<file path="src/verilog/supervisor_params.svh">
`ifndef SUPERVISOR_PARAMS_SVH
`define SUPERVISOR_PARAMS_SVH

// ************************************************************
// clock and timing
// ************************************************************
`define CLK_HZ          20000000
`define CYC_PER_MS      (`CLK_HZ / 1000)
`define RST_HOLD_MS     100
`define WD_UNIT_MS      100
`define WD_MIN_UNITS    5'h01
`define WD_MAX_UNITS    5'h1e
`define MR_DEBOUNCE_MS  10
`define CAL_HZ          512

// ************************************************************
// register offsets (byte addresses)
// ************************************************************
`define OFS_CTRL        8'h00
`define OFS_WD_RESTART  8'h04
`define OFS_STATUS      8'h08
`define OFS_MASK        8'h0c
`define OFS_FLAGS       8'h10
`define OFS_COUNT_ONE   8'h14
`define OFS_COUNT_TWO   8'h18
`define OFS_SERIAL_LO   8'h1c
`define OFS_SERIAL_HI   8'h20

// ************************************************************
// control fields
// ************************************************************
`define CTRL_WD_EN_BIT  0
`define CTRL_WD_PER_LSB 1
`define CTRL_WD_PER_MSB 5
`define CTRL_POL1_BIT   6
`define CTRL_POL2_BIT   7
`define CTRL_CAL_BIT    8
`define CTRL_TRIP_LSB   9
`define CTRL_TRIP_MSB   10
`define CTRL_LOCK_BIT   11
`define CTRL_RST        11'h002

// ************************************************************
// status (interrupt) and source flag fields
// ************************************************************
`define EV_PF_BIT       0
`define EV_WD_BIT       1
`define EV_LOW_BIT      2
`define EV_MR_BIT       3
`define FLG_PF_LIVE_BIT 3
`define FLG_RST_BIT     4
`define FLG_LOCK_BIT    5
`define SERIAL_RST      64'h0000_0000_0000_0000

`endif

</file>
<file path="src/verilog/supervisor_pkg.sv">
package supervisor_pkg;

  // reset sequencer states, gray along idle -> hold
  typedef enum logic [1:0]
  {
    RS_IDLE = 2'b00,
    RS_HOLD = 2'b01
  } rst_state_t;

  typedef logic [15:0] count_t;
  typedef logic [3:0]  event_t;

endpackage : supervisor_pkg

</file>
<file path="src/verilog/processor_companion_supervisor.sv">
`timescale 1ns/1ps
`default_nettype none
`include "supervisor_params.svh"

module processor_companion_supervisor
#(
  parameter int HOLD_CYCLES     = `RST_HOLD_MS * `CYC_PER_MS,
  parameter int WD_UNIT_CYCLES  = `WD_UNIT_MS * `CYC_PER_MS,
  parameter int DEBOUNCE_CYCLES = `MR_DEBOUNCE_MS * `CYC_PER_MS,
  parameter int CAL_HALF_CYCLES = `CLK_HZ / (2 * `CAL_HZ)
)
(
  // clock and reset
  input  wire logic        CLOCK_I,
  input  wire logic        ARST_N_I,
  // apb slave
  input  wire logic        PSEL_I,
  input  wire logic        PENABLE_I,
  input  wire logic        PWRITE_I,
  input  wire logic [7:0]  PADDR_I,
  input  wire logic [31:0] PWDATA_I,
  output logic      [31:0] PRDATA_O,
  output logic             PREADY_O,
  output logic             PSLVERR_O,
  // open-drain reset pin
  input  wire logic        RST_I,
  output logic             RST_O,
  output logic             RST_OE_N_O,
  // supply monitor
  input  wire logic        LOW_SUPPLY_I,
  output logic      [1:0]  TRIP_SEL_O,
  // power-fail comparator
  input  wire logic        POWERFAIL_COMPARE_IN_I,
  output logic             POWERFAIL_WARN_OUT_O,
  // event inputs
  input  wire logic        EVENT_IN_ONE_I,
  input  wire logic        EVENT_IN_TWO_I,
  // interrupt
  output logic             IRQ_O
);

  // ************************************************************
  // helpers
  // ************************************************************
  function automatic logic reg_hit(input logic [7:0] addr,
                                   input logic [7:0] ofs);
    reg_hit = (addr == ofs);
  endfunction : reg_hit

  // ************************************************************
  // pin synchronisers and event counters
  // ************************************************************
  logic [4:0]             sync_level;
  logic                   pin_level;
  logic                   low_level;
  logic                   pf_level;
  supervisor_pkg::count_t count_one;
  supervisor_pkg::count_t count_two;

  // reset pin idles high through its pull-up
  pin_sync
  #(
    .WIDTH (5),
    .INIT  (5'h10)
  )
  u_sync
  (
    .clk_i    (CLOCK_I),
    .arst_n_i (ARST_N_I),
    .pin_i    ({RST_I, LOW_SUPPLY_I, POWERFAIL_COMPARE_IN_I,
                EVENT_IN_TWO_I, EVENT_IN_ONE_I}),
    .level_o  (sync_level)
  );

  assign pin_level = sync_level[4];
  assign low_level = sync_level[3];
  assign pf_level  = sync_level[2];

  logic [10:0] ctrl;

  event_counter u_count_one
  (
    .clk_i     (CLOCK_I),
    .arst_n_i  (ARST_N_I),
    .level_i   (sync_level[0]),
    .falling_i (ctrl[`CTRL_POL1_BIT]),
    .count_o   (count_one)
  );

  event_counter u_count_two
  (
    .clk_i     (CLOCK_I),
    .arst_n_i  (ARST_N_I),
    .level_i   (sync_level[1]),
    .falling_i (ctrl[`CTRL_POL2_BIT]),
    .count_o   (count_two)
  );

  // ************************************************************
  // apb access decode
  // ************************************************************
  logic access;
  logic wr;
  logic rd;
  logic mapped;

  // a transfer completes on the edge where our pready is high
  always_comb
  begin
    access = PSEL_I & PENABLE_I & PREADY_O;
    wr     = access & PWRITE_I;
    rd     = access & ~PWRITE_I;
    mapped = reg_hit(PADDR_I, `OFS_CTRL) | reg_hit(PADDR_I, `OFS_WD_RESTART)
           | reg_hit(PADDR_I, `OFS_STATUS) | reg_hit(PADDR_I, `OFS_MASK)
           | reg_hit(PADDR_I, `OFS_FLAGS)
           | reg_hit(PADDR_I, `OFS_COUNT_ONE)
           | reg_hit(PADDR_I, `OFS_COUNT_TWO)
           | reg_hit(PADDR_I, `OFS_SERIAL_LO)
           | reg_hit(PADDR_I, `OFS_SERIAL_HI);
  end

  // ************************************************************
  // configuration registers
  // ************************************************************
  logic                  lock;
  logic [3:0]            mask;
  logic [63:0]           serial;
  logic [10:0]           next_ctrl;
  logic                  next_lock;
  logic [3:0]            next_mask;
  logic [63:0]           next_serial;
  logic                  wd_restart_wr;

  always_comb
  begin
    next_ctrl     = ctrl;
    next_lock     = lock;
    next_mask     = mask;
    next_serial   = serial;
    wd_restart_wr = wr & reg_hit(PADDR_I, `OFS_WD_RESTART);
    if (wr & reg_hit(PADDR_I, `OFS_CTRL))
    begin
      next_ctrl = PWDATA_I[10:0];
      // lock only sets; nothing but reset reopens the serial
      next_lock = lock | PWDATA_I[`CTRL_LOCK_BIT];
    end
    if (wr & reg_hit(PADDR_I, `OFS_MASK))
      next_mask = PWDATA_I[3:0];
    if (wr & ~lock & reg_hit(PADDR_I, `OFS_SERIAL_LO))
      next_serial[31:0] = PWDATA_I;
    if (wr & ~lock & reg_hit(PADDR_I, `OFS_SERIAL_HI))
      next_serial[63:32] = PWDATA_I;
  end

  always_ff @(posedge CLOCK_I or negedge ARST_N_I)
  begin
    if (!ARST_N_I)
    begin
      ctrl   <= `CTRL_RST;
      lock   <= 1'b0;
      mask   <= 4'h0;
      serial <= `SERIAL_RST;
    end
    else
    begin
      ctrl   <= next_ctrl;
      lock   <= next_lock;
      mask   <= next_mask;
      serial <= next_serial;
    end
  end

  // ************************************************************
  // watchdog
  // ************************************************************
  logic [31:0] wd_cyc;
  logic [4:0]  wd_units;
  logic [31:0] next_wd_cyc;
  logic [4:0]  next_wd_units;
  logic [4:0]  wd_period;
  logic        wd_restart;
  logic        wd_unit_end;
  logic        wd_timeout;
  logic        rst_active;

  // period in 100 ms units, clamped to 1..30
  always_comb
  begin
    wd_period = ctrl[`CTRL_WD_PER_MSB:`CTRL_WD_PER_LSB];
    if (wd_period < `WD_MIN_UNITS)
      wd_period = `WD_MIN_UNITS;
    else if (wd_period > `WD_MAX_UNITS)
      wd_period = `WD_MAX_UNITS;
    // held in restart while disabled or while reset is driven
    wd_restart  = wd_restart_wr | ~ctrl[`CTRL_WD_EN_BIT] | rst_active;
    wd_unit_end = (wd_cyc == 32'(WD_UNIT_CYCLES - 1));
    wd_timeout  = ~wd_restart & wd_unit_end
                & (5'(wd_units + 5'h01) == wd_period);
    next_wd_cyc   = wd_cyc;
    next_wd_units = wd_units;
    if (wd_restart | wd_timeout)
    begin
      next_wd_cyc   = 32'h0000_0000;
      next_wd_units = 5'h00;
    end
    else if (wd_unit_end)
    begin
      next_wd_cyc   = 32'h0000_0000;
      next_wd_units = 5'(wd_units + 5'h01);
    end
    else
      next_wd_cyc = 32'(wd_cyc + 32'h0000_0001);
  end

  always_ff @(posedge CLOCK_I or negedge ARST_N_I)
  begin
    if (!ARST_N_I)
    begin
      wd_cyc   <= 32'h0000_0000;
      wd_units <= 5'h00;
    end
    else
    begin
      wd_cyc   <= next_wd_cyc;
      wd_units <= next_wd_units;
    end
  end

  // ************************************************************
  // reset sequencer and manual reset debounce
  // ************************************************************
  supervisor_pkg::rst_state_t state;
  supervisor_pkg::rst_state_t next_state;
  logic [31:0]                hold_cnt;
  logic [31:0]                next_hold_cnt;
  logic [31:0]                deb_cnt;
  logic [31:0]                next_deb_cnt;
  logic                       mr_trigger;
  logic                       next_oe_n;

  always_comb
  begin
    // our own drive reads back low, so only look while released
    next_deb_cnt = 32'h0000_0000;
    mr_trigger   = 1'b0;
    if ((state == supervisor_pkg::RS_IDLE) & ~pin_level)
    begin
      if (deb_cnt == 32'(DEBOUNCE_CYCLES - 1))
        mr_trigger = 1'b1;
      else
        next_deb_cnt = 32'(deb_cnt + 32'h0000_0001);
    end
    next_state    = state;
    next_hold_cnt = hold_cnt;
    unique case (state)
      supervisor_pkg::RS_IDLE:
      begin
        if (low_level | wd_timeout | mr_trigger)
        begin
          next_state    = supervisor_pkg::RS_HOLD;
          next_hold_cnt = 32'h0000_0000;
        end
      end
      supervisor_pkg::RS_HOLD:
      begin
        // the hold time restarts while supply is still low
        if (low_level)
          next_hold_cnt = 32'h0000_0000;
        else if (hold_cnt == 32'(HOLD_CYCLES - 1))
          next_state = supervisor_pkg::RS_IDLE;
        else
          next_hold_cnt = 32'(hold_cnt + 32'h0000_0001);
      end
    endcase
    next_oe_n = (next_state != supervisor_pkg::RS_HOLD);
  end

  assign rst_active = ~RST_OE_N_O;

  // power-up starts with a full hold time
  always_ff @(posedge CLOCK_I or negedge ARST_N_I)
  begin
    if (!ARST_N_I)
    begin
      state      <= supervisor_pkg::RS_HOLD;
      hold_cnt   <= 32'h0000_0000;
      deb_cnt    <= 32'h0000_0000;
      RST_OE_N_O <= 1'b0;
      RST_O      <= 1'b0;
    end
    else
    begin
      state      <= next_state;
      hold_cnt   <= next_hold_cnt;
      deb_cnt    <= next_deb_cnt;
      RST_OE_N_O <= next_oe_n;
      RST_O      <= 1'b0; // open drain only ever pulls low
    end
  end

  // ************************************************************
  // source flags and interrupt status
  // ************************************************************
  logic                         pf_prev;
  logic                         low_prev;
  logic [2:0]                   flags;
  logic [2:0]                   next_flags;
  supervisor_pkg::event_t       status;
  supervisor_pkg::event_t       next_status;
  supervisor_pkg::event_t       events;
  logic                         next_irq;

  // set wins over clear on the same edge
  always_comb
  begin
    events                = 4'h0;
    events[`EV_PF_BIT]    = pf_level & ~pf_prev;
    events[`EV_WD_BIT]    = wd_timeout;
    events[`EV_LOW_BIT]   = low_level & ~low_prev;
    events[`EV_MR_BIT]    = mr_trigger;
    next_flags = flags;
    if (wr & reg_hit(PADDR_I, `OFS_FLAGS))
      next_flags = flags & ~PWDATA_I[2:0];
    next_flags = next_flags | {mr_trigger, low_level, wd_timeout};
    next_status = status;
    if (rd & reg_hit(PADDR_I, `OFS_STATUS))
      next_status = 4'h0;
    next_status = next_status | events;
    next_irq    = |(next_status & mask);
  end

  always_ff @(posedge CLOCK_I or negedge ARST_N_I)
  begin
    if (!ARST_N_I)
    begin
      pf_prev  <= 1'b0;
      low_prev <= 1'b0;
      flags    <= 3'h0;
      status   <= 4'h0;
      IRQ_O    <= 1'b0;
    end
    else
    begin
      pf_prev  <= pf_level;
      low_prev <= low_level;
      flags    <= next_flags;
      status   <= next_status;
      IRQ_O    <= next_irq;
    end
  end

  // ************************************************************
  // warn pin, calibration square wave, trip select
  // ************************************************************
  logic [31:0] cal_cnt;
  logic [31:0] next_cal_cnt;
  logic        cal_wave;
  logic        next_cal_wave;
  logic        next_warn;

  // the square wave only runs in calibration to save toggling
  always_comb
  begin
    next_cal_cnt  = 32'h0000_0000;
    next_cal_wave = 1'b0;
    if (ctrl[`CTRL_CAL_BIT])
    begin
      next_cal_wave = cal_wave;
      if (cal_cnt == 32'(CAL_HALF_CYCLES - 1))
        next_cal_wave = ~cal_wave;
      else
        next_cal_cnt = 32'(cal_cnt + 32'h0000_0001);
    end
    next_warn = ctrl[`CTRL_CAL_BIT] ? cal_wave : pf_level;
  end

  always_ff @(posedge CLOCK_I or negedge ARST_N_I)
  begin
    if (!ARST_N_I)
    begin
      cal_cnt              <= 32'h0000_0000;
      cal_wave             <= 1'b0;
      POWERFAIL_WARN_OUT_O <= 1'b0;
      TRIP_SEL_O           <= 2'h0;
    end
    else
    begin
      cal_cnt              <= next_cal_cnt;
      cal_wave             <= next_cal_wave;
      POWERFAIL_WARN_OUT_O <= next_warn;
      TRIP_SEL_O           <= ctrl[`CTRL_TRIP_MSB:`CTRL_TRIP_LSB];
    end
  end

  // ************************************************************
  // apb answer: one wait state, data latched with pready
  // ************************************************************
  logic [31:0] next_prdata;
  logic        next_pready;
  logic        next_pslverr;

  always_comb
  begin
    next_pready  = PSEL_I & PENABLE_I & ~PREADY_O;
    next_pslverr = next_pready & ~mapped;
    next_prdata  = 32'h0000_0000;
    if (next_pready & ~PWRITE_I)
    begin
      if (reg_hit(PADDR_I, `OFS_CTRL))
        next_prdata = {20'h00000, lock, ctrl};
      else if (reg_hit(PADDR_I, `OFS_STATUS))
        next_prdata = {28'h0000000, status};
      else if (reg_hit(PADDR_I, `OFS_MASK))
        next_prdata = {28'h0000000, mask};
      else if (reg_hit(PADDR_I, `OFS_FLAGS))
        next_prdata = {26'h0, lock, rst_active, pf_level, flags};
      else if (reg_hit(PADDR_I, `OFS_COUNT_ONE))
        next_prdata = {16'h0000, count_one};
      else if (reg_hit(PADDR_I, `OFS_COUNT_TWO))
        next_prdata = {16'h0000, count_two};
      else if (reg_hit(PADDR_I, `OFS_SERIAL_LO))
        next_prdata = serial[31:0];
      else if (reg_hit(PADDR_I, `OFS_SERIAL_HI))
        next_prdata = serial[63:32];
    end
  end

  always_ff @(posedge CLOCK_I or negedge ARST_N_I)
  begin
    if (!ARST_N_I)
    begin
      PRDATA_O  <= 32'h0000_0000;
      PREADY_O  <= 1'b0;
      PSLVERR_O <= 1'b0;
    end
    else
    begin
      PRDATA_O  <= next_prdata;
      PREADY_O  <= next_pready;
      PSLVERR_O <= next_pslverr;
    end
  end

endmodule : processor_companion_supervisor

`default_nettype wire

</file>
<file path="src/verilog/pin_sync.sv">
`timescale 1ns/1ps
`default_nettype none

module pin_sync
#(
  parameter int                WIDTH = 1,
  parameter logic [WIDTH-1:0]  INIT  = '0
)
(
  // clock and reset
  input  wire logic             clk_i,
  input  wire logic             arst_n_i,
  // pins and clean levels
  input  wire logic [WIDTH-1:0] pin_i,
  output logic      [WIDTH-1:0] level_o
);

  logic [WIDTH-1:0] s1;
  logic [WIDTH-1:0] s2;
  logic [WIDTH-1:0] s3;
  logic [WIDTH-1:0] next_level;
  logic [WIDTH-1:0] agree;

  // a bit moves only once stages two and three agree
  always_comb
  begin
    agree      = ~(s2 ^ s3);
    next_level = (agree & s3) | (~agree & level_o);
  end

  // ************************************************************
  // three-stage chain, first stage read by the second only
  // ************************************************************
  always_ff @(posedge clk_i or negedge arst_n_i)
  begin
    if (!arst_n_i)
    begin
      s1      <= INIT;
      s2      <= INIT;
      s3      <= INIT;
      level_o <= INIT;
    end
    else
    begin
      s1      <= pin_i;
      s2      <= s1;
      s3      <= s2;
      level_o <= next_level;
    end
  end

endmodule : pin_sync

`default_nettype wire

</file>
<file path="src/verilog/event_counter.sv">
`timescale 1ns/1ps
`default_nettype none

module event_counter
(
  // clock and reset
  input  wire logic                   clk_i,
  input  wire logic                   arst_n_i,
  // clean input level and edge choice
  input  wire logic                   level_i,
  input  wire logic                   falling_i,
  // running count
  output supervisor_pkg::count_t      count_o
);

  logic                   prev;
  logic                   hit;
  supervisor_pkg::count_t next_count;

  // one count per chosen edge; wraps at the top
  always_comb
  begin
    hit        = falling_i ? (prev & ~level_i) : (~prev & level_i);
    next_count = hit ? 16'(count_o + 16'h0001) : count_o;
  end

  always_ff @(posedge clk_i or negedge arst_n_i)
  begin
    if (!arst_n_i)
    begin
      prev    <= 1'b0;
      count_o <= 16'h0000;
    end
    else
    begin
      prev    <= level_i;
      count_o <= next_count;
    end
  end

endmodule : event_counter

`default_nettype wire

</file>
<file path="config.mk">
export PLATFORM = sky130hd
export DESIGN_NAME = processor_companion_supervisor
export DESIGN_NICKNAME = d
export VERILOG_FILES = /design/src/verilog/supervisor_pkg.sv /design/src/verilog/processor_companion_supervisor.sv /design/src/verilog/pin_sync.sv /design/src/verilog/event_counter.sv
export VERILOG_INCLUDE_DIRS = /design/src /design/src/verilog
export SDC_FILE = /design/constraint.sdc
export NUM_CORES = 1
export LEC_CHECK = 0
export BUFFER_PORTS_ARGS = -buffer_cell sky130_fd_sc_hd__buf_2
export CORE_MARGIN = 2
export CORE_UTILIZATION = 24
export CTS_CLUSTER_DIAMETER = 30
export DETAILED_ROUTE_END_ITERATION = 10
export GPL_TIMING_DRIVEN = 0
export PLACE_DENSITY_LB_ADDON = 0.3
export RECOVER_POWER = 50
export SKIP_LAST_GASP = 1
export SYNTH_ARGS = -nofsm -noshare
export SYNTH_HDL_FRONTEND = slang
export SYNTH_SLANG_ARGS = --single-unit
</file>
<file path="constraint.sdc">
create_clock -name CLOCK_I -period 3.5 [get_ports CLOCK_I]
set_input_delay 0.175 -clock CLOCK_I [delete_from_list [all_inputs] [get_ports CLOCK_I]]
set_output_delay 0.175 -clock CLOCK_I [all_outputs]
set_load 0.05 [all_outputs]
</file>
==> summary.md <==
| Metric | Value |
|---|---|
| Post-layout instance area | `19080 µm²` |
| Via count | `10.90k` |
| CP startpoint | `PADDR_I[1]` |
| Reg2reg start | `deb_cnt[0]` |
| FMAX | `327.9 MHz` |
| Row cnt | `90` |
| Critical path cell sequence | `clkbuf_1 > or4_1 > nor4b_1 > clkbuf_1 > clkbuf_2 > a22oi_1 > nor2_1` |
| Max-Cap Viols | `1` |
| Hold_buf cts | `40` |
| Leak | `8.164 nW` |
| Endpoints failing setup | `0` |
| Antenna-violating nets left | `0` |
| Area leader, netlist | `dfrtp_1` |
| Post-Synth XOR/XNOR Area | `7.836%` |
| Final clock period utilization by the worst path | `87.14%` |
| Post-Synth Adder-Cell Area | `1.033%` |
| 1st-iter DRT viols | `595` |
| #FFs+latches synth | `318` |
| Clk buf depth | `3` |
| Syn_area_per_cell | `10.93 µm²` |
| Critical path buffer and inverter count | `3` |
| Worst-Margin Slew | `1558 ps` |
| Setup crit end kind | `register` |
| Crit path time final | `3050 ps` |
| DRT Pass-1 Iters | `5` |
| CP top delay family | `simple AND/OR/NAND/NOR gates` |
| Pwr Density | `632.9 nW/µm²` |
| Status | `finished, violations left` |
| Final core utilization | `31.72%` |
| Post-synthesis compound-gate area fraction | `7.604%` |
| Critical-path top delay cell | `nor4b_1` |
| Final Net Count | `1593` |
| Synth warnings | `0` |
| Final cell count without fillers | `2377` |
| Placed inst area | `16000 µm²` |
| Cell Area, Synth | `14530 µm²` |
| Synth Area in Simple Gates | `19.24%` |
| Max incr delay on CP | `1290 ps` |
| Routed vias/inst | `4.586` |
| Wire per inst | `15.58 µm` |
| Initial antenna violation count | `4` |
| Most common flop cell mapped by yosys | `dfrtp_1` |
| Most frequent cell after synthesis | `dfrtp_1` |
| CTS clk-pin slew, worst paths | `40 ps` |
| RSZ-0062 raised after global routing | `false` |
| Critical path type | `in2reg` |
| Die W | `250.1 µm` |
| Worst Skew | `23.58 ps` |
| Failing checks | `capacitance limit, slew limit` |
| Syn nets | `1387` |
| Clock sink total | `318` |
| # H-tree levels | `3` |
| Seq/Total Area, Yosys | `54.82%` |
| Total CTS buffers | `77` |
| Tot Pwr | `12.07 mW` |
| Max VDD drop | `0.3583 mV` |
| Crit path arrival time | `3560 ps` |
| Fin. max-slew vios | `107` |
| Setup Fix Bufs, Post-CTS | `0` |
| Hold Crit Class | `in2reg` |
| Grt ovf | `0` |
| Hold Startpoint | `PWRITE_I` |
| Worst setup SP type | `input port` |
| Crit path max fanout | `10` |
| Final WL | `37.04 mm` |
| Post-synth EDFFs | `0` |
| Die H | `250.1 µm` |
| Largest net degree at the start of global routing | `115` |
| Share of cells above drive strength 1 | `18.32%` |
| GRT Util Overall | `12.04%` |
| Io pins | `90` |
| Synth cell count leaders | `dfrtp_1 (312), nor2_1 (175), nand2_1 (96)` |
| Hold Fails Final Rpt | `0` |
| Top cell type's share of synthesized area | `53.73%` |
| Slew margin rel. | `-5.326%` |
| Starting Density | `24.16%` |
| CTS root buf | `clkbuf_16` |
| Synth top area cells | `dfrtp_1 (54%), mux2_2 (6.4%), nor2_1 (4.5%), xnor2_1 (4.0%), xor2_1 (3.8%)` |
| Synth Instances | `1329` |
| First-pass GRT wire length | `60.57 mm` |
| Library cells used by synthesis | `73` |
| Core ar. | `60130 µm²` |
| DP Wirelength | `24.79 mm` |
| # DRC | `0` |
| CTS tree | `yes` |
| GP Congestion | `0.8312` |
| Largest family of logic cells by synthesized area | `simple AND/OR/NAND/NOR gates` |
| Multiplexer area fraction after synthesis | `7.337%` |
| Most used cell, CP | `clkbuf_1` |
| IO buf count | `85` |
| Clock Latency Late Sink | `580 ps` |
| Critical path required time | `4010 ps` |
| Vias in the first global route | `11.23k` |
| Dpl cells | `2198` |
| FFs w/ async S/R, synth | `100.0%` |
| P&R area growth vs syn | `31.29%` |
| Die area | `62530 µm²` |
| Post-CTS sizing | `0` |
==> cell type report <==
class | instances | area, µm²
multi-input combinational | 939 | 6240
fill | 6220 | 41060
clock buffer | 97 | 2102
buffer | 54 | 236.5
inverter | 18 | 67.56
sequential | 318 | 7965
timing repair buffer | 127 | 819.5
tap | 782 | 978.4
clock inverter | 41 | 665.6
antenna | 1 | 2.502
==> placed cells by master (no fill, tap or decap), types with 18 or more instances in the layout <==
cell type      count
buf_2             54
clkbuf_1          89
a22o_1            18
a31oi_1           19
nand3_1           51
and3_1            31
nor3_1            24
and4_1            21
nand4_1           47
dlygate4sd3_1     40
o21ai_0           32
clkbuf_16         77
xnor2_1           67
xor2_1            63
nand2_1           96
nor4_1            19
dfrtp_1          312
a21oi_1           32
a22oi_1           23
mux2_2            83
nor2_1           175
==> logic make-up after synthesis <==
family	after synthesis
other	1
AO/OA/AOI/OAI	163
multiplexers	96
AND/OR/NAND/NOR	536
buffers and inverters	72
flip-flops	318
adder cells (fa/ha/maj)	13
XOR/XNOR	130
==> registers in the layout, indices dropped and copies added, names as in the netlist, 16 cells and up, named ones only <==
signal               cells
PRDATA_O                32
cal_cnt                 32
deb_cnt                 32
hold_cnt                32
serial                  64
u_count_one.count_o     16
u_count_two.count_o     16
wd_cyc                  32
==> through the flow <==
step / TNS [ps] / hold slack, ps / setup WS (ps)
finish: 0 / 99.78 / 450.2
detailed placement: 0 / 284.3 / 254.5
CTS: 0 / 52.96 / 449.5
global placement: -1248780 / 282.3 / -4010
global route: 0 / 123.5 / 248.4
floorplan: 0 / -120.6 / 1261
==> final timing paths <==
| kind | to | slack (ps) | cells past startpoint |
|---|---|---|---|
| max | PRDATA_O[23] | 450 | 7 |
| min | status[3] | 100 | 4 |
| max reg2reg | hold_cnt[17] | 480 | 8 |
| min reg2reg | u_sync.s2[2] | 350 | 0 |
| max in group asynchronous | u_count_two.count_o[7] | 980 | 4 |
| min in group asynchronous | PRDATA_O[27] | 210 | 2 |
==> layer usage <==
| metal | part of all wire [%] | vias up | wire length [µm] | track usage (%) |
|---|---|---|---|---|
| li1 | - | 5185 | - | - |
| met1 | 46 | 5412 | 17090 | 15.73 |
| met2 | 46 | 234 | 17220 | 19.07 |
| met3 | 5.0 | 66 | 1866 | 2.962 |
| met4 | 2.3 | 4 | 848 | 4.927 |
| met5 | 0.057 | - | 21 | 0 |
==> power by group <==
part	leakage [nW]	switching (mW)	total (mW)	internal, mW
clock	1.34	2.18	7.58	5.40
sequential	4.33	0.188	4.02	3.83
combinational	2.49	0.273	0.480	0.207
total	8.16	2.64	12.1	9.43
==> worst min-delay path, delay by kind of cell <==
kind,cells,cell delay [ps]
AO/OA/AOI/OAI,1,140
buffers and inverters,1,130
AND/OR/NAND/NOR,2,200
Note: power is estimated with default switching activity, not from simulation.
